==> src/core/atlm_pkg.sv <==
package atlm_pkg;

  // ------------------------------------------------------------------
  // clock and delay times
  // ------------------------------------------------------------------
  localparam int ATLM_CLK_HZ       = 50_000_000;
  localparam int ATLM_CYC_PER_MS   = ATLM_CLK_HZ / 1000;
  localparam int ATLM_BFD_SHORT_MS = 100;
  localparam int ATLM_BFD_LONG_MS  = 150;
  localparam int ATLM_PEER_SHORT_MS = 200;
  localparam int ATLM_PEER_LONG_MS  = 300;
  localparam int ATLM_TMR_W        = 24;
  localparam int ATLM_TMR_N        = 4;

  // ------------------------------------------------------------------
  // register map
  // ------------------------------------------------------------------
  localparam logic [7:0]  ATLM_CFG_OFS  = 8'h00;
  localparam logic [7:0]  ATLM_STAT_OFS = 8'h04;
  localparam logic [31:0] ATLM_CFG_RST  = 32'h0000_0010;
  localparam int ATLM_CFG_SCHEME_LSB = 0;
  localparam int ATLM_CFG_VARIANT_A  = 4;
  localparam int ATLM_CFG_CABLE_LO   = 5;
  localparam int ATLM_CFG_BRK_LO     = 6;
  localparam int ATLM_CFG_BUS_LO     = 7;
  localparam int ATLM_CFG_EXT_LO     = 8;
  localparam int ATLM_CFG_NO_DELAY   = 9;
  localparam int ATLM_CFG_SHORT      = 10;
  localparam int ATLM_CFG_USED_W     = 11;
  localparam int ATLM_STAT_OUT_LSB    = 0;
  localparam int ATLM_STAT_SCHEME_LSB = 9;

  // ------------------------------------------------------------------
  // carriers
  // ------------------------------------------------------------------
  typedef struct packed {
    logic cableLight;
    logic breakerLight;
    logic busLight;
    logic extInputOne;
    logic extInputTwo;
  } atlm_light_t;

  typedef struct packed {
    logic extOvercurrent;
    logic phaseOvercurrent;
    logic residualOvercurrent;
  } atlm_oc_t;

  typedef struct packed {
    logic incomerTrip;
    logic hvSideTrip;
    logic tieTrip;
    logic auxTrip;
    logic feederMasterTrip;
    logic feederOvercurrentOut;
    logic peerOvercurrentOut;
    logic peerLightPulse;
    logic quenchControl;
  } atlm_out_t;

  typedef enum logic [2:0] {
    ATLM_SCHEME_NONE = 3'b001,
    ATLM_SCHEME_ZERO = 3'b010,
    ATLM_SCHEME_ONE  = 3'b100
  } atlm_scheme_t;

endpackage

==> src/core/atlm_trip_logic.sv <==
// Added by the designer: the address map and the APB interface to the registers.
`timescale 1ns/1ps
module atlm_trip_logic
  import atlm_pkg::*;
#(
  parameter int BFD_SHORT_CYC  = ATLM_BFD_SHORT_MS * ATLM_CYC_PER_MS,
  parameter int BFD_LONG_CYC   = ATLM_BFD_LONG_MS * ATLM_CYC_PER_MS,
  parameter int PEER_SHORT_CYC = ATLM_PEER_SHORT_MS * ATLM_CYC_PER_MS,
  parameter int PEER_LONG_CYC  = ATLM_PEER_LONG_MS * ATLM_CYC_PER_MS
) (
  input  wire logic        ref_clk,
  input  wire logic        reset_n,
  input  wire logic        psel,
  input  wire logic        penable,
  input  wire logic        pwrite,
  input  wire logic [7:0]  paddr,
  input  wire logic [31:0] pwdata,
  output logic      [31:0] prdata,
  output logic             pready,
  output logic             pslverr,
  input  atlm_light_t      lightIn,
  input  atlm_oc_t         ocIn,
  output atlm_out_t        tripOut
);

  // ------------------------------------------------------------------
  // helpers
  // ------------------------------------------------------------------
  localparam logic [ATLM_TMR_W-1:0] BFD_S  = ATLM_TMR_W'(BFD_SHORT_CYC);
  localparam logic [ATLM_TMR_W-1:0] BFD_L  = ATLM_TMR_W'(BFD_LONG_CYC);
  localparam logic [ATLM_TMR_W-1:0] PEER_S = ATLM_TMR_W'(PEER_SHORT_CYC);
  localparam logic [ATLM_TMR_W-1:0] PEER_L = ATLM_TMR_W'(PEER_LONG_CYC);
  localparam int TMR_CABLE = 0;
  localparam int TMR_HV    = 1;
  localparam int TMR_PEER  = 2;
  localparam int TMR_PCAB  = 3;

  // light passes when channel is light-only or overcurrent is present
  function automatic logic gate_light(input logic light, input logic lightOnly,
                                      input logic anyOc);
    gate_light = light & (lightOnly | anyOc);
  endfunction

  // count saturates at the limit; any drop of the trigger restarts it
  function automatic logic [ATLM_TMR_W-1:0] tmr_next(
    input logic trig, input logic [ATLM_TMR_W-1:0] cnt,
    input logic [ATLM_TMR_W-1:0] limit);
    if (!trig) begin
      tmr_next = '0;
    end else if (cnt >= limit) begin
      tmr_next = cnt;
    end else begin
      tmr_next = cnt + ATLM_TMR_W'(1);
    end
  endfunction

  // ------------------------------------------------------------------
  // register bus
  // ------------------------------------------------------------------
  logic [ATLM_CFG_USED_W-1:0] cfg;
  logic [ATLM_TMR_W-1:0]      tmrCnt [ATLM_TMR_N];
  atlm_scheme_t               schemeSel;

  wire cfgHit    = paddr == ATLM_CFG_OFS;
  wire statHit   = paddr == ATLM_STAT_OFS;
  wire setupPh   = psel && !penable;
  wire accessPh  = psel && penable;
  wire cfgWrite  = accessPh && pwrite && cfgHit;
  wire badAccess = !(cfgHit || statHit) || (pwrite && statHit);

  wire [31:0] cfgWord  = {{(32 - ATLM_CFG_USED_W){1'b0}}, cfg};
  wire [31:0] statWord = {20'h00000, schemeSel, tripOut};
  wire [31:0] next_prdata = (setupPh && !pwrite && cfgHit)  ? cfgWord  :
                            (setupPh && !pwrite && statHit) ? statWord :
                            32'h0000_0000;

  // zero wait states keep the handshake trivial for the master
  assign pready  = 1'b1;
  assign pslverr = accessPh && badAccess;

  always_ff @(posedge ref_clk or negedge reset_n) begin
    if (!reset_n) begin
      cfg <= ATLM_CFG_RST[ATLM_CFG_USED_W-1:0];
    end else if (cfgWrite) begin
      cfg <= pwdata[ATLM_CFG_USED_W-1:0];
    end
  end

  // read data is captured in setup, so it is a flop during access
  always_ff @(posedge ref_clk or negedge reset_n) begin
    if (!reset_n) begin
      prdata <= 32'h0000_0000;
    end else if (setupPh) begin
      prdata <= next_prdata;
    end
  end

  // ------------------------------------------------------------------
  // configuration decode
  // ------------------------------------------------------------------
  wire [3:0] schemeCode = cfg[ATLM_CFG_SCHEME_LSB +: 4];
  wire variantA  = cfg[ATLM_CFG_VARIANT_A];
  wire cableLo   = cfg[ATLM_CFG_CABLE_LO];
  wire brkLo     = cfg[ATLM_CFG_BRK_LO];
  wire busLo     = cfg[ATLM_CFG_BUS_LO];
  wire extLo     = cfg[ATLM_CFG_EXT_LO];
  wire noDelay   = cfg[ATLM_CFG_NO_DELAY];
  wire shortTime = cfg[ATLM_CFG_SHORT];

  // other codes leave every output idle
  assign schemeSel = !variantA          ? ATLM_SCHEME_NONE :
                     schemeCode == 4'h0 ? ATLM_SCHEME_ZERO :
                     schemeCode == 4'h1 ? ATLM_SCHEME_ONE  :
                     ATLM_SCHEME_NONE;

  wire schemeOn  = schemeSel != ATLM_SCHEME_NONE;
  wire schemeOne = schemeSel == ATLM_SCHEME_ONE;
  wire schemeZero = schemeSel == ATLM_SCHEME_ZERO;

  wire [ATLM_TMR_W-1:0] bfdLimit  = shortTime ? BFD_S : BFD_L;
  wire [ATLM_TMR_W-1:0] peerLimit = shortTime ? PEER_L : PEER_S;

  // ------------------------------------------------------------------
  // light and overcurrent conditions
  // ------------------------------------------------------------------
  wire anyOc    = ocIn.extOvercurrent | ocIn.phaseOvercurrent
                | ocIn.residualOvercurrent;
  wire extLight = lightIn.extInputOne | lightIn.extInputTwo;
  wire rawNonCable = lightIn.breakerLight | lightIn.busLight | extLight;
  wire gCable   = gate_light(lightIn.cableLight, cableLo, anyOc);
  wire gBrk     = gate_light(lightIn.breakerLight, brkLo, anyOc);
  wire gBus     = gate_light(lightIn.busLight, busLo, anyOc);
  wire gExt     = gate_light(extLight, extLo, anyOc);
  wire gBusExt  = gBus | gExt;

  // ------------------------------------------------------------------
  // delay timers
  // ------------------------------------------------------------------
  logic [ATLM_TMR_N-1:0]  tmrTrig;
  logic [ATLM_TMR_N-1:0]  tmrDone;
  logic [ATLM_TMR_W-1:0]  tmrLimit [ATLM_TMR_N];

  assign tmrTrig[TMR_CABLE] = schemeOn && gCable;
  assign tmrTrig[TMR_HV]    = schemeOn && gBusExt;
  // the peer pulse always waits for external overcurrent
  assign tmrTrig[TMR_PEER]  = schemeOn && (gBrk | gBusExt)
                              && ocIn.extOvercurrent;
  assign tmrTrig[TMR_PCAB]  = schemeOne && gCable
                              && ocIn.extOvercurrent;
  assign tmrLimit[TMR_CABLE] = bfdLimit;
  assign tmrLimit[TMR_HV]    = bfdLimit;
  assign tmrLimit[TMR_PEER]  = bfdLimit;
  assign tmrLimit[TMR_PCAB]  = peerLimit;

  always_comb begin
    for (int i = 0; i < ATLM_TMR_N; i++) begin
      tmrDone[i] = tmrTrig[i] && (tmrCnt[i] >= tmrLimit[i]);
    end
  end

  // reset test kept outermost so the async branch holds constants only
  always_ff @(posedge ref_clk or negedge reset_n) begin
    if (!reset_n) begin
      for (int i = 0; i < ATLM_TMR_N; i++) begin
        tmrCnt[i] <= '0;
      end
    end else begin
      for (int i = 0; i < ATLM_TMR_N; i++) begin
        tmrCnt[i] <= tmr_next(tmrTrig[i], tmrCnt[i], tmrLimit[i]);
      end
    end
  end

  // ------------------------------------------------------------------
  // trip matrix
  // ------------------------------------------------------------------
  wire instAll = gCable | gBrk | gBusExt;
  wire next_incomer = schemeOn && instAll;
  wire next_aux     = schemeOn && instAll;

  // scheme one keeps the hv side delay even with no-delay selected
  wire hvDelayed = (schemeOne || !noDelay) ? tmrDone[TMR_HV]
                                           : tmrTrig[TMR_HV];
  wire next_hv = schemeOn && (gCable | gBrk | hvDelayed);

  // no-delay removes the cable breaker-failure path altogether
  wire cableLate = !noDelay && tmrDone[TMR_CABLE];
  wire next_tie    = schemeOn && (gBrk | gBusExt | cableLate);
  wire next_master = schemeOn && (gBrk | gBusExt | cableLate);

  wire peerMain = noDelay ? tmrTrig[TMR_PEER] : tmrDone[TMR_PEER];
  wire peerCab  = noDelay ? tmrTrig[TMR_PCAB] : tmrDone[TMR_PCAB];
  // cable only feeds the pulse in scheme one
  wire next_peerPulse = peerMain | peerCab;

  wire next_peerOc = schemeOn && !next_peerPulse
                     && (ocIn.phaseOvercurrent
                         | ocIn.residualOvercurrent);
  wire next_feederOc = schemeOn && anyOc;

  wire quenchZero = schemeZero && (lightIn.cableLight | rawNonCable)
                    && (ocIn.phaseOvercurrent
                        | ocIn.extOvercurrent);
  wire quenchOne  = schemeOne && rawNonCable && anyOc;
  wire next_quench = quenchZero | quenchOne;

  atlm_out_t next_tripOut;

  always_comb begin
    next_tripOut.incomerTrip          = next_incomer;
    next_tripOut.hvSideTrip           = next_hv;
    next_tripOut.tieTrip              = next_tie;
    next_tripOut.auxTrip              = next_aux;
    next_tripOut.feederMasterTrip     = next_master;
    next_tripOut.feederOvercurrentOut = next_feederOc;
    next_tripOut.peerOvercurrentOut   = next_peerOc;
    next_tripOut.peerLightPulse       = next_peerPulse;
    next_tripOut.quenchControl        = next_quench;
  end

  // registered outputs: one clock from input to contact drive
  always_ff @(posedge ref_clk or negedge reset_n) begin
    if (!reset_n) begin
      tripOut <= '0;
    end else begin
      tripOut <= next_tripOut;
    end
  end
endmodule // atlm_trip_logic

==> config.mk <==
export PLATFORM = sky130hd
export DESIGN_NAME = atlm_trip_logic
export DESIGN_NICKNAME = d
export VERILOG_FILES = /design/src/core/atlm_pkg.sv /design/src/core/atlm_trip_logic.sv
export SDC_FILE = /design/constraint.sdc
export NUM_CORES = 1
export LEC_CHECK = 0
export BUFFER_PORTS_ARGS = -buffer_cell sky130_fd_sc_hd__buf_2
export CORE_ASPECT_RATIO = 1.2
export CORE_MARGIN = 5
export CORE_UTILIZATION = 30
export CTS_CLUSTER_DIAMETER = 40
export DETAILED_ROUTE_END_ITERATION = 7
export MAX_ROUTING_LAYER = met4
export PLACE_DENSITY = 0.53
export SETUP_SLACK_MARGIN = 0.02
export SLEW_MARGIN = 15
export SYNTH_ARGS = -nofsm -noshare
export SYNTH_HDL_FRONTEND = slang
export SYNTH_SLANG_ARGS = --single-unit
==> constraint.sdc <==
create_clock -name ref_clk -period 9.3 [get_ports ref_clk]
set_input_delay 1.395 -clock ref_clk [delete_from_list [all_inputs] [get_ports ref_clk]]
set_output_delay 1.395 -clock ref_clk [all_outputs]
set_load 0.03 [all_outputs]
==> impl_metrics.csv, run 1 <==
group,metric,value,unit
status,outcome,"finished, final reports clean",
yosys,synth-seq-cells,126,
yosys,async_reset_ff_share,100,%
clock_tree,clkLatencyLatePin,0.44,ns
flow_run,cap_violations,0,
clock_tree,clock_tree.buffer_depth,2,
yosys,syn_area,7970,um^2
clock_tree,cts_buffers,17,
timing,finalSetupViolCount,0,
worst_hold_path,hold_path_class,"reg2reg",
finish,syn2layout_area_growth,13.2,%
yosys,synth_edf_count,0,
timing,final_max_slew_viol_count,0,
die,rows,65,
yosys,yosys.area_share.simple,23.2,%
worst_setup_path,rr_startpoint,"cfg[10]",
clock_tree,cts_setup_buffers,0,
yosys,synth_xor_xnor_area_share,0.879,%
placed_design,routabilityCongestion,0.782,
worst_setup_path,cpPeakStageDelay,0.52,ns
yosys,synthMuxAreaShare,1.79,%
yosys,synth.avg_cell_area,9.20,um^2
placed_design,numPortBuffers,53,
finish,final_common_cell,"dfrtp_1",
clock_tree,clkTransAtPathRegs,0.06,ns
clock_tree,cts_resized,0,
worst_setup_path,required,7.91,ns
die,coreArea,26300,um^2
global_routing,grt_pass1_vias,6685,
clock_tree,cts_sinks,126,
placed_design,placed_area,8490,um^2
routing,drt-initial-drc-count,374,
worst_setup_path,critPathLaunchType,"primary input",
worst_setup_path,end_kind,"output port",
yosys,seq_area_frac_synth,39.6,%
timing,slew_headroom,39.9,%
pwr,power,1210,uW
global_routing,grt_max_degree,77,
yosys,synthFlopType,"dfrtp_1",
finish,fin_nets,1020,
worst_setup_path,worstSetupPathType,"in2out",
worst_setup_path,path_cells,"buf_2, or4_1, or4_1, a21oi_1, nor2_1, buf_2",
yosys,synth_top_family_by_area,"simple AND/OR/NAND/NOR gates",
timing,fmax,0.234,GHz
yosys,synth_compound_area_share,20.1,%
worst_hold_path,holdPathStages,2,
finish,num_antenna_cells,0,
timing,final-hold-violation-count,0,
timing,worst_pin_slew,0.897,ns
die,die_h,189,um
clock_tree,htree_levels,4,
finish,final_util,34.4,%
routing,drt_pass1_iterations,5,
routing,wl_per_cell,16.1,um
die,initial_core_util,30.4,%
routing,ant_nets,0,
clock_tree,cts_tree,"yes",
timing,finClkSkew,0.0202,ns
die,fp.dieW,159,um
pwr,p_leak,0.00361,uW
finish,drive_above_1_share,14.3,%
routing,finalWirelength,20.3,mm
worst_setup_path,rr_endpoint,"tmrCnt[67]",
routing,drc,0,
worst_setup_path,crit_buf_inv,2,
pwr,peakVddDrop,0.0000965,V
worst_setup_path,rr_worst_depth,10,
worst_hold_path,holdPathEnd,"prdata[11]",
worst_hold_path,hp-start,"prdata[11]",
worst_setup_path,cp.arrival,2.89,ns
die,dieArea,29900,um^2
worst_setup_path,cp_slowest_cell,"or4_1",
worst_setup_path,path_max_fanout,4,
clock_tree,postCtsHoldBufs,0,
global_routing,gr-total-overflow,0,
die,pin_count,96,
global_routing,antenna_found_initial,0,
placed_design,dpl.cell_count,1227,
pwr,power.density,135,nW/um^2
finish,final_cell_mix,"dfrtp_1 (125), a21oi_1 (86), o21ai_0 (66), nand2_1 (58), ha_1 (56)",
yosys,synth_cells,867,
global_routing,grt_pass1_wl,34.1,mm
timing,fin_crit,4.28,ns
finish,fin_cells,1259,
global_routing,grt.total_usage,14.1,%
yosys,synthAdderAreaFrac,8.79,%
routing,vias,6787,
worst_setup_path,crit_family,"simple AND/OR/NAND/NOR gates",
placed_design,hpwlAfterDp,13.8,mm
timing,tns,0,ns
yosys,yosysWarnings,0,
finish,finish.instance_area,9030,um^2
worst_setup_path,rrSetupSlack,5.42,ns
timing,rsz0062_at_grt,"no",
routing,viasPerCell,5.39,
worst_setup_path,path_depth,6,
timing,period_share,46.0,%
clock_tree,clock_tree.root_cell,"clkbuf_16",
yosys,ys_types,65,
-- worst min-delay path: stages, from the launching register on --
cell,delay [ns]
dfrtp_1,0.34
nand2_1,0.04
o21ai_0,0.06
-- Yosys cell counts (3+ instances only) --
cell type    n  area share, %
or2_2        3           0.24
mux2_2      10            1.4
a31o_2       6           0.66
or4b_2       3           0.38
or3_1       44            3.5
nand4_1     38            3.0
a22oi_1     11            1.0
nor3_2       4           0.50
clkbuf_1    22            1.0
o31a_1       3           0.33
a211oi_1     8           0.75
nand2b_1     4           0.31
and2_1       4           0.31
o21a_1       6           0.56
nand3b_1     5           0.47
o21ai_0     66            4.1
nand4b_1    10            1.1
buf_2        8           0.50
xnor2_1      7           0.77
mux2i_1      3           0.38
and4_1       8           0.88
inv_1       38            1.8
nor3_1       9           0.56
o31ai_1     22            2.1
nor4_1       6           0.47
and3_1      12           0.94
nand3_1     42            2.6
o211ai_1     6           0.56
a21o_1       7           0.66
buf_4       24            2.3
a21oi_1     86            5.4
or4_1       25            2.4
nor2_1      36            1.7
a211o_1      3           0.33
nand2_1     58            2.7
a31oi_1      3           0.24
ha_1        56            8.8
dfrtp_1    125             39
o41ai_1      4           0.44
-- flip-flops by register name, indices dropped and copies added, names as in the netlist --
signal	count
prdata	12
tmrCnt	96
tripOut	7
cfg	11
-- cells by family after synthesis --
kind of cell,count (synthesis)
muxes,13
xor gates and xnor gates,8
other,2
AOI/OAI and AO/OA,250
and+or+nand+nor,320
adders and majority gates,56
DFF,126
buffers and inverters,92
-- cell type report --
| type | count | area [um^2] |
|---|---|---|
| clock buffer | 19 | 443 |
| sequential | 126 | 3150 |
| tap | 335 | 419 |
| fill | 2752 | 17200 |
| timing repair buffer | 60 | 324 |
| clock inverter | 13 | 92.6 |
| inverter | 38 | 143 |
| multi-input combinational | 668 | 4450 |
-- per-layer routing --
layer,wire (um),GRT usage [%]
met1,9360,17.3
met3,468,2.69
met5,0,-
met2,10200,23.4
met4,308,4.83
-- power breakdown --
| group | internal, uW | total, uW | switching (uW) |
|---|---|---|---|
| combinational | 11.3 | 51.3 | 40.0 |
| sequential | 550 | 551 | 1.39 |
| clock | 347 | 612 | 266 |
-- how the worst max path moves through the flow --
| stage | from | end | slack, ns |
|---|---|---|---|
| after floorplan | paddr[3] | pslverr | 5.22 |
| after global placement | paddr[3] | pslverr | 5.01 |
| after detailed placement | paddr[3] | pslverr | 5.02 |
| after CTS | paddr[3] | pslverr | 5.01 |
| after global routing | paddr[3] | pslverr | 4.91 |
| final | paddr[3] | pslverr | 5.02 |
-- stage by stage --
stage | setup slack, ns | hold WS [ns]
2_1_floorplan | 5.22 | 0.478
3_3_place_gp | 5.01 | 0.460
3_5_place_dp | 5.02 | 0.469
4_1_cts | 5.01 | 0.483
5_1_grt | 4.91 | 0.529
6_report | 5.02 | 0.477
(Power assumes the default switching activity.)
==> inputs of run 2 (changes only) <==
--- a/config.mk
+++ b/config.mk
@@ -12,7 +12,7 @@
 export CTS_CLUSTER_DIAMETER = 40
 export DETAILED_ROUTE_END_ITERATION = 7
 export MAX_ROUTING_LAYER = met4
-export PLACE_DENSITY = 0.53
+export PLACE_DENSITY = 0.54
 export SETUP_SLACK_MARGIN = 0.02
 export SLEW_MARGIN = 15
 export SYNTH_ARGS = -nofsm -noshare
==> constraint.sdc (replaced) <==
create_clock -name ref_clk -period 3.9 [get_ports ref_clk]
set_input_delay 0.585 -clock ref_clk [delete_from_list [all_inputs] [get_ports ref_clk]]
set_output_delay 0.585 -clock ref_clk [all_outputs]
set_load 0.03 [all_outputs]
==> run 2 against run 1 <==
Net effect:
- non-clock buffer count rose by 8
- core utilization rose by 0.53 points
- final area rose by 1.5%
- register-to-register slack got worse by 4.8 ns
- clock skew fell by 0.010 ns
- critical endpoint is now tmrCnt[88]
- first-iteration DRC count fell by 26%
- cell count rose by 0.64%
- clock power rose to 2.7 times the previous value
- global-route usage fell by 0.16 points
==> impl_metrics.csv, run 2 (synthesis gave the netlist of run 1 again) <==
group,metric,value,unit
finish,top_regs,"tmrCnt: 96 flops, prdata: 12 flops, cfg: 11 flops",
finish,fin_nets,1028,
routing,drc,0,
finish,drive_above_1_share,15.0,%
clock_tree,cts_sinks,126,
placed_design,routabilityCongestion,0.776,
routing,wl_per_cell,16.1,um
finish,fin_cells,1267,
finish,multi_input_area,4450,um^2
timing,slew_headroom,41.2,%
pwr,power.density,339,nW/um^2
worst_setup_path,worstSetupPathType,"reg2reg",
global_routing,grt_max_degree,92,
finish,top_register,"tmrCnt",
placed_design,numPortBuffers,53,
pwr,p_leak,0.00369,uW
routing,finalWirelength,20.4,mm
routing,dr.max_layer_used,"met4",
global_routing,antenna_found_initial,0,
die,initial_core_util,30.4,%
clock_tree,clkLatencyLatePin,0.42,ns
pwr,power,3110,uW
finish,nFillCells,2690,
clock_tree,clkTransAtPathRegs,0.07,ns
finish,finish.instance_area,9170,um^2
die,rows,65,
timing,final-hold-violation-count,0,
finish,regArea,3150,um^2
die,coreArea,26300,um^2
routing,wl_met2,10.5,mm
clock_tree,htree_levels,4,
global_routing,grt_pass1_wl,34.1,mm
finish,largest_register_ffs,96,
placed_design,placed_area,8550,um^2
status,outcome,"finished, final reports clean",
timing,finClkSkew,0.00997,ns
timing,worst_pin_slew,0.883,ns
worst_setup_path,critPathLaunchType,"register",
die,pin_count,96,
clock_tree,clock_tree.buffer_depth,2,
clock_tree,cts_resized,0,
timing,tns,0,ns
die,dieArea,29900,um^2
finish,final_common_cell,"dfrtp_1",
flow_run,cap_violations,0,
routing,vias,6849,
routing,drt_pass1_iterations,5,
timing,fin_crit,3.23,ns
finish,syn2layout_area_growth,15.0,%
routing,viasPerCell,5.41,
finish,num_antenna_cells,0,
placed_design,dpl.cell_count,1235,
die,die_h,189,um
global_routing,gr-total-overflow,0,
timing,finalSetupViolCount,0,
worst_setup_path,path_max_fanout,17,
routing,drt-initial-drc-count,278,
timing,final_max_slew_viol_count,0,
routing,wl_met1,9.16,mm
routing,ant_nets,0,
worst_setup_path,cp.arrival,3.57,ns
finish,final_cell_mix,"dfrtp_1 (125), a21oi_1 (86), o21ai_0 (66), nand2_1 (58), ha_1 (56)",
worst_setup_path,required,4.24,ns
clock_tree,cts_tree,"yes",
global_routing,grt_pass1_vias,6781,
worst_setup_path,end_kind,"register",
finish,final_util,34.9,%
timing,fmax,0.310,GHz
timing,period_share,82.8,%
routing,met3_length,491,um
worst_hold_path,hold_path_class,"in2async",
clock_tree,cts_buffers,17,
die,fp.dieW,159,um
global_routing,grt.total_usage,14.0,%
clock_tree,postCtsHoldBufs,0,
placed_design,hpwlAfterDp,14.3,mm
timing,rsz0062_at_grt,"no",
pwr,peakVddDrop,0.000228,V
clock_tree,cts_setup_buffers,0,
clock_tree,clock_tree.root_cell,"clkbuf_16",
run 2: power by group:
part           total (uW)  switching, uW  internal, uW
Clock                1670            649          1020
Sequential           1310           3.34          1310
Combinational         123           94.2          28.4
Total                3110            747          2360
run 2: per-layer routing:
layer | up-vias | GRT usage (%)
met5 | - | -
met3 | 22 | 2.23
met2 | 84 | 23.8
met1 | 3373 | 16.8
li1 | 3370 | -
met4 | 0 | 4.87
run 2: cell type report:
cell class	instances	share of cell area, %
timing repair buffer	68	4.19
tap	335	4.57
clock inverter	14	2.02
inverter	38	1.56
sequential	126	34.4
multi-input combinational	668	48.6
clock buffer	18	4.68
run 2: final timing paths:
check                               start          to  slack (ns)  cells past startpoint
worst min-delay path              reset_n  tmrCnt[10]        0.23                      1
min in group ref_clk            pwdata[6]      cfg[6]        0.40                      2
worst max register to register    cfg[10]  tmrCnt[88]        0.67                      9
worst min register to register  prdata[9]   prdata[9]        0.48                      2
max in group asynchronous         reset_n  tmrCnt[22]        2.82                      2
worst max-delay path              cfg[10]  tmrCnt[88]        0.67                      9
run 2: metrics by stage:
| stage | setup WS [ns] | hold slack [ns] |
|---|---|---|
| after floorplan | 0.469 | 0.289 |
| after global placement | 0.645 | 0.460 |
| after detailed placement | 0.664 | 0.473 |
| after CTS | 0.658 | 0.288 |
| after global routing | 0.371 | 0.320 |
| final | 0.670 | 0.226 |
run 2: critical path: stages, from the launching register on:
cell and delay (ns):
dfrtp_1 0.37, inv_1 0.07, buf_4 0.22, ha_1 0.31
a2111oi_4 0.32, nor3_2 0.10, a2111oi_4 0.52, o2111ai_2 0.48
or4_1 0.60, a21oi_1 0.15
==> inputs of run 3 (changes only) <==
--- a/config.mk
+++ b/config.mk
@@ -5,6 +5,7 @@
 export SDC_FILE = /design/constraint.sdc
 export NUM_CORES = 1
 export LEC_CHECK = 0
+export ABC_AREA = 1
 export BUFFER_PORTS_ARGS = -buffer_cell sky130_fd_sc_hd__buf_2
 export CORE_ASPECT_RATIO = 1.2
 export CORE_MARGIN = 5
==> constraint.sdc (replaced) <==
create_clock -name ref_clk -period 2.6 [get_ports ref_clk]
set_input_delay 0.39 -clock ref_clk [delete_from_list [all_inputs] [get_ports ref_clk]]
set_output_delay 0.39 -clock ref_clk [all_outputs]
set_load 0.03 [all_outputs]
==> run 3 against run 2 <==
Net effect:
- cell count rose by 37%
- first-iteration DRC count rose by 65%
- register-to-register slack got worse by 0.48 ns
- critical path type unchanged
- combinational power rose by 62%
- sequential share of layout area fell by 4.7 points
- count of clock-buffer cells in the layout did not move
- area after synthesis rose by 15%
- final area rose by 16%
- sequential power rose by 50%
- highest routed layer unchanged
- clock power rose by 47%
- non-clock buffer count rose by 22
- critical path depth rose by 1
==> impl_metrics.csv, run 3 <==
group,metric,value,unit
status,outcome,"finished, final reports clean",
die,coreArea,30300,um^2
worst_setup_path,path_max_fanout,12,
yosys,synthFlopType,"dfrtp_1",
clock_tree,clock_tree.buffer_depth,2,
worst_setup_path,rr_worst_depth,10,
worst_setup_path,worstSetupPathType,"reg2reg",
die,dieArea,34100,um^2
timing,final-hold-violation-count,0,
yosys,yosys.area.top_type_share,34.2,%
worst_setup_path,rrSetupSlack,0.19,ns
yosys,synthTopCellsByArea,"dfrtp_1 (34%), nand2_1 (11%), nand3_1 (11%)",
worst_hold_path,hold_path_class,"in2reg",
yosys,syn_area,9150,um^2
die,initial_core_util,30.2,%
pwr,peakVddDrop,0.000379,V
worst_setup_path,cp.arrival,2.77,ns
finish,finish.instance_area,10600,um^2
worst_setup_path,end_kind,"register",
timing,fmax,0.415,GHz
worst_setup_path,critPathLaunchType,"register",
routing,ant_nets,0,
timing,worst_pin_slew,0.566,ns
pwr,combPwrFrac,4.3,%
pwr,p_int,3470,uW
clock_tree,clkLatencyLatePin,0.43,ns
placed_design,placed_area,9870,um^2
worst_setup_path,crit_buf_inv,2,
timing,finClkSkew,0.0137,ns
finish,fin_cells,1738,
die,fp.dieW,169,um
finish,fin_nets,1436,
finish,syn2layout_area_growth,16.1,%
global_routing,antenna_found_initial,2,
finish,drive_above_1_share,12.0,%
global_routing,grt_pass1_vias,8265,
timing,period_share,92.7,%
worst_setup_path,path_cells,"clkinvlp_4, buf_12, ha_1, a21oi_1, o21ai_0, a21oi_1, nand2b_1, nor2_4, nand3_1, nand2_1",
yosys,synth.avg_cell_area,7.24,um^2
yosys,seq_area_frac_synth,34.5,%
routing,vias,8351,
placed_design,dpl.cell_count,1697,
pwr,clockPowerShare,53.2,%
routing,viasPerCell,4.80,
worst_setup_path,crit_family,"simple AND/OR/NAND/NOR gates",
worst_setup_path,rr_startpoint,"cfg[10]",
finish,top_regs,"tmrCnt: 96 flops, prdata: 12 flops, cfg: 11 flops",
yosys,ys_types,45,
clock_tree,htree_levels,4,
yosys,synth.most_common_cell,"nand2_1",
worst_hold_path,hp-start,"pwdata[4]",
routing,drc,0,
clock_tree,cts_sinks,126,
die,die_h,201,um
global_routing,grt.total_usage,15.0,%
routing,drt-initial-drc-count,459,
yosys,synth-seq-cells,126,
global_routing,grt_max_degree,55,
global_routing,grt_pass1_wl,41.1,mm
pwr,p_seq_share,42.6,%
routing,drt_pass1_iterations,5,
clock_tree,cts_tree,"yes",
clock_tree,clock_tree.root_cell,"clkbuf_16",
yosys,synth_cells,1264,
pwr,switchingPower,1160,uW
yosys,yosysTopAreaCell,"dfrtp_1",
routing,finalWirelength,24.4,mm
finish,largest_register_ffs,96,
die,rows,70,
finish,final_common_cell,"nand2_1",
worst_setup_path,cpPeakStageDelay,0.42,ns
pwr,p_leak,0.00542,uW
worst_setup_path,rr_endpoint,"tmrCnt[93]",
routing,wl_per_cell,14.1,um
global_routing,gr-total-overflow,0,
finish,final_util,35.1,%
worst_hold_path,holdPathStages,3,
yosys,synth_edf_count,0,
timing,finalSetupViolCount,0,
timing,final_max_slew_viol_count,0,
worst_setup_path,cp_slowest_cell,"dfrtp_2",
placed_design,routabilityCongestion,0.860,
placed_design,numPortBuffers,53,
pwr,swShare,25.1,%
yosys,async_reset_ff_share,100,%
placed_design,hpwlAfterDp,18.3,mm
finish,top_register,"tmrCnt",
worst_hold_path,holdPathEnd,"cfg[4]",
pwr,power.density,436,nW/um^2
timing,holdWs,0.195,ns
die,pin_count,96,
yosys,yosysWarnings,0,
flow_run,cap_violations,0,
finish,final_cell_mix,"nand2_1 (277), nand3_1 (202), inv_1 (146), dfrtp_1 (124), nor2_1 (115)",
worst_setup_path,critPathMostFrequentCell,"a21oi_1",
finish,nFillCells,3215,
clock_tree,clkTransAtPathRegs,0.06,ns
yosys,synth_common_cells,"nand2_1 (278), nand3_1 (203), inv_1 (148), dfrtp_1 (125), nor2_1 (117)",
clock_tree,cts_buffers,17,
timing,tns,0,ns
timing,fin_crit,2.41,ns
timing,rsz0062_at_grt,"no",
worst_setup_path,required,2.96,ns
timing,slew_headroom,62.2,%
run 3: cell count changes in the layout (fill, tap and decap cells not counted), moves of 12 or more:
cell      change
o31ai_1      -21
xor2_1       +43
o21ai_0      -42
nand3_1     +160
inv_1       +108
buf_4        +12
nand3b_1     +12
or3_1        -44
nand2_1     +219
nor3_1       +26
or4_1        -25
a21oi_1      -56
nor2_1       +79
run 3: worst max path at each step:
stage	start	to	slack, ns	cells after the start
floorplan	cfg[10]	tmrCnt[80]	0.05	11
global placement	cfg[10]	tmrCnt[94]	-0.06	10
detailed placement	cfg[10]	tmrCnt[84]	-0.17	9
CTS	cfg[10]	tmrCnt[52]	0.11	12
global route	cfg[10]	tmrCnt[18]	0.003	14
finish	cfg[10]	tmrCnt[93]	0.19	10
run 3: tightest hold or removal path: cells and delay by family:
family	cells	cell delay, ns
AOI/OAI and AO/OA	1	0.06
buffers and inverters	2	0.17
run 3: what timing repair did:
| item | CTS | global route |
|---|---|---|
| pin swaps | 0 | 3 |
| hold buffers | 1 | 0 |
| resized for setup | 1 | 16 |
| cloned | 0 | 1 |
| hold endpoints to repair | 50 | 0 |
| setup buffers | 1 | 4 |
| endpoints found under the setup margin | 46 | 83 |
run 3: kinds of logic after synthesis:
| family | Yosys count | synth area share, % |
|---|---|---|
| flops | 126 | 34.5 |
| fa+ha+maj | 56 | 7.66 |
| compound gates | 93 | 6.06 |
| other cells | 2 | 0.0821 |
| buf+inv | 217 | 10.7 |
| simple gates | 711 | 35.4 |
| xor+xnor | 59 | 5.65 |
run 3: final cells by class:
type | instances | area, um^2 | share of cell area, %
multi-input combinational | 941 | 5170 | 48.7
sequential | 126 | 3160 | 29.7
timing repair buffer | 90 | 629 | 5.92
inverter | 151 | 571 | 5.37
tap | 396 | 495 | 4.66
clock buffer | 18 | 439 | 4.13
clock inverter | 14 | 156 | 1.47
antenna | 2 | 5.00 | 0.0471
run 3: power groups by stage:
stage	Combinational [uW]	Clock [uW]	Sequential, uW
floorplan	115	0	2010
global placement	198	0	2010
detailed placement	201	0	2010
CTS	203	2530	1970
global route	224	2590	1970
finish	199	2460	1970
run 3: routing by layer:
| layer | GRT usage [%] | routed length (um) | share of wire [%] |
|---|---|---|---|
| met1 | 17.9 | 10700 | 44 |
| met2 | 25.7 | 12400 | 51 |
| met3 | 2.85 | 879 | 3.6 |
| met4 | 4.11 | 454 | 1.9 |
| met5 | - | 0 | 0 |
run 3: stage by stage:
stage	setup WS [ns]	power, uW
final	0.191	4630
after global routing	0.00339	4790
after CTS	0.109	4710
after detailed placement	-0.166	2210
after global placement	-0.0551	2200
after floorplan	0.0463	2120
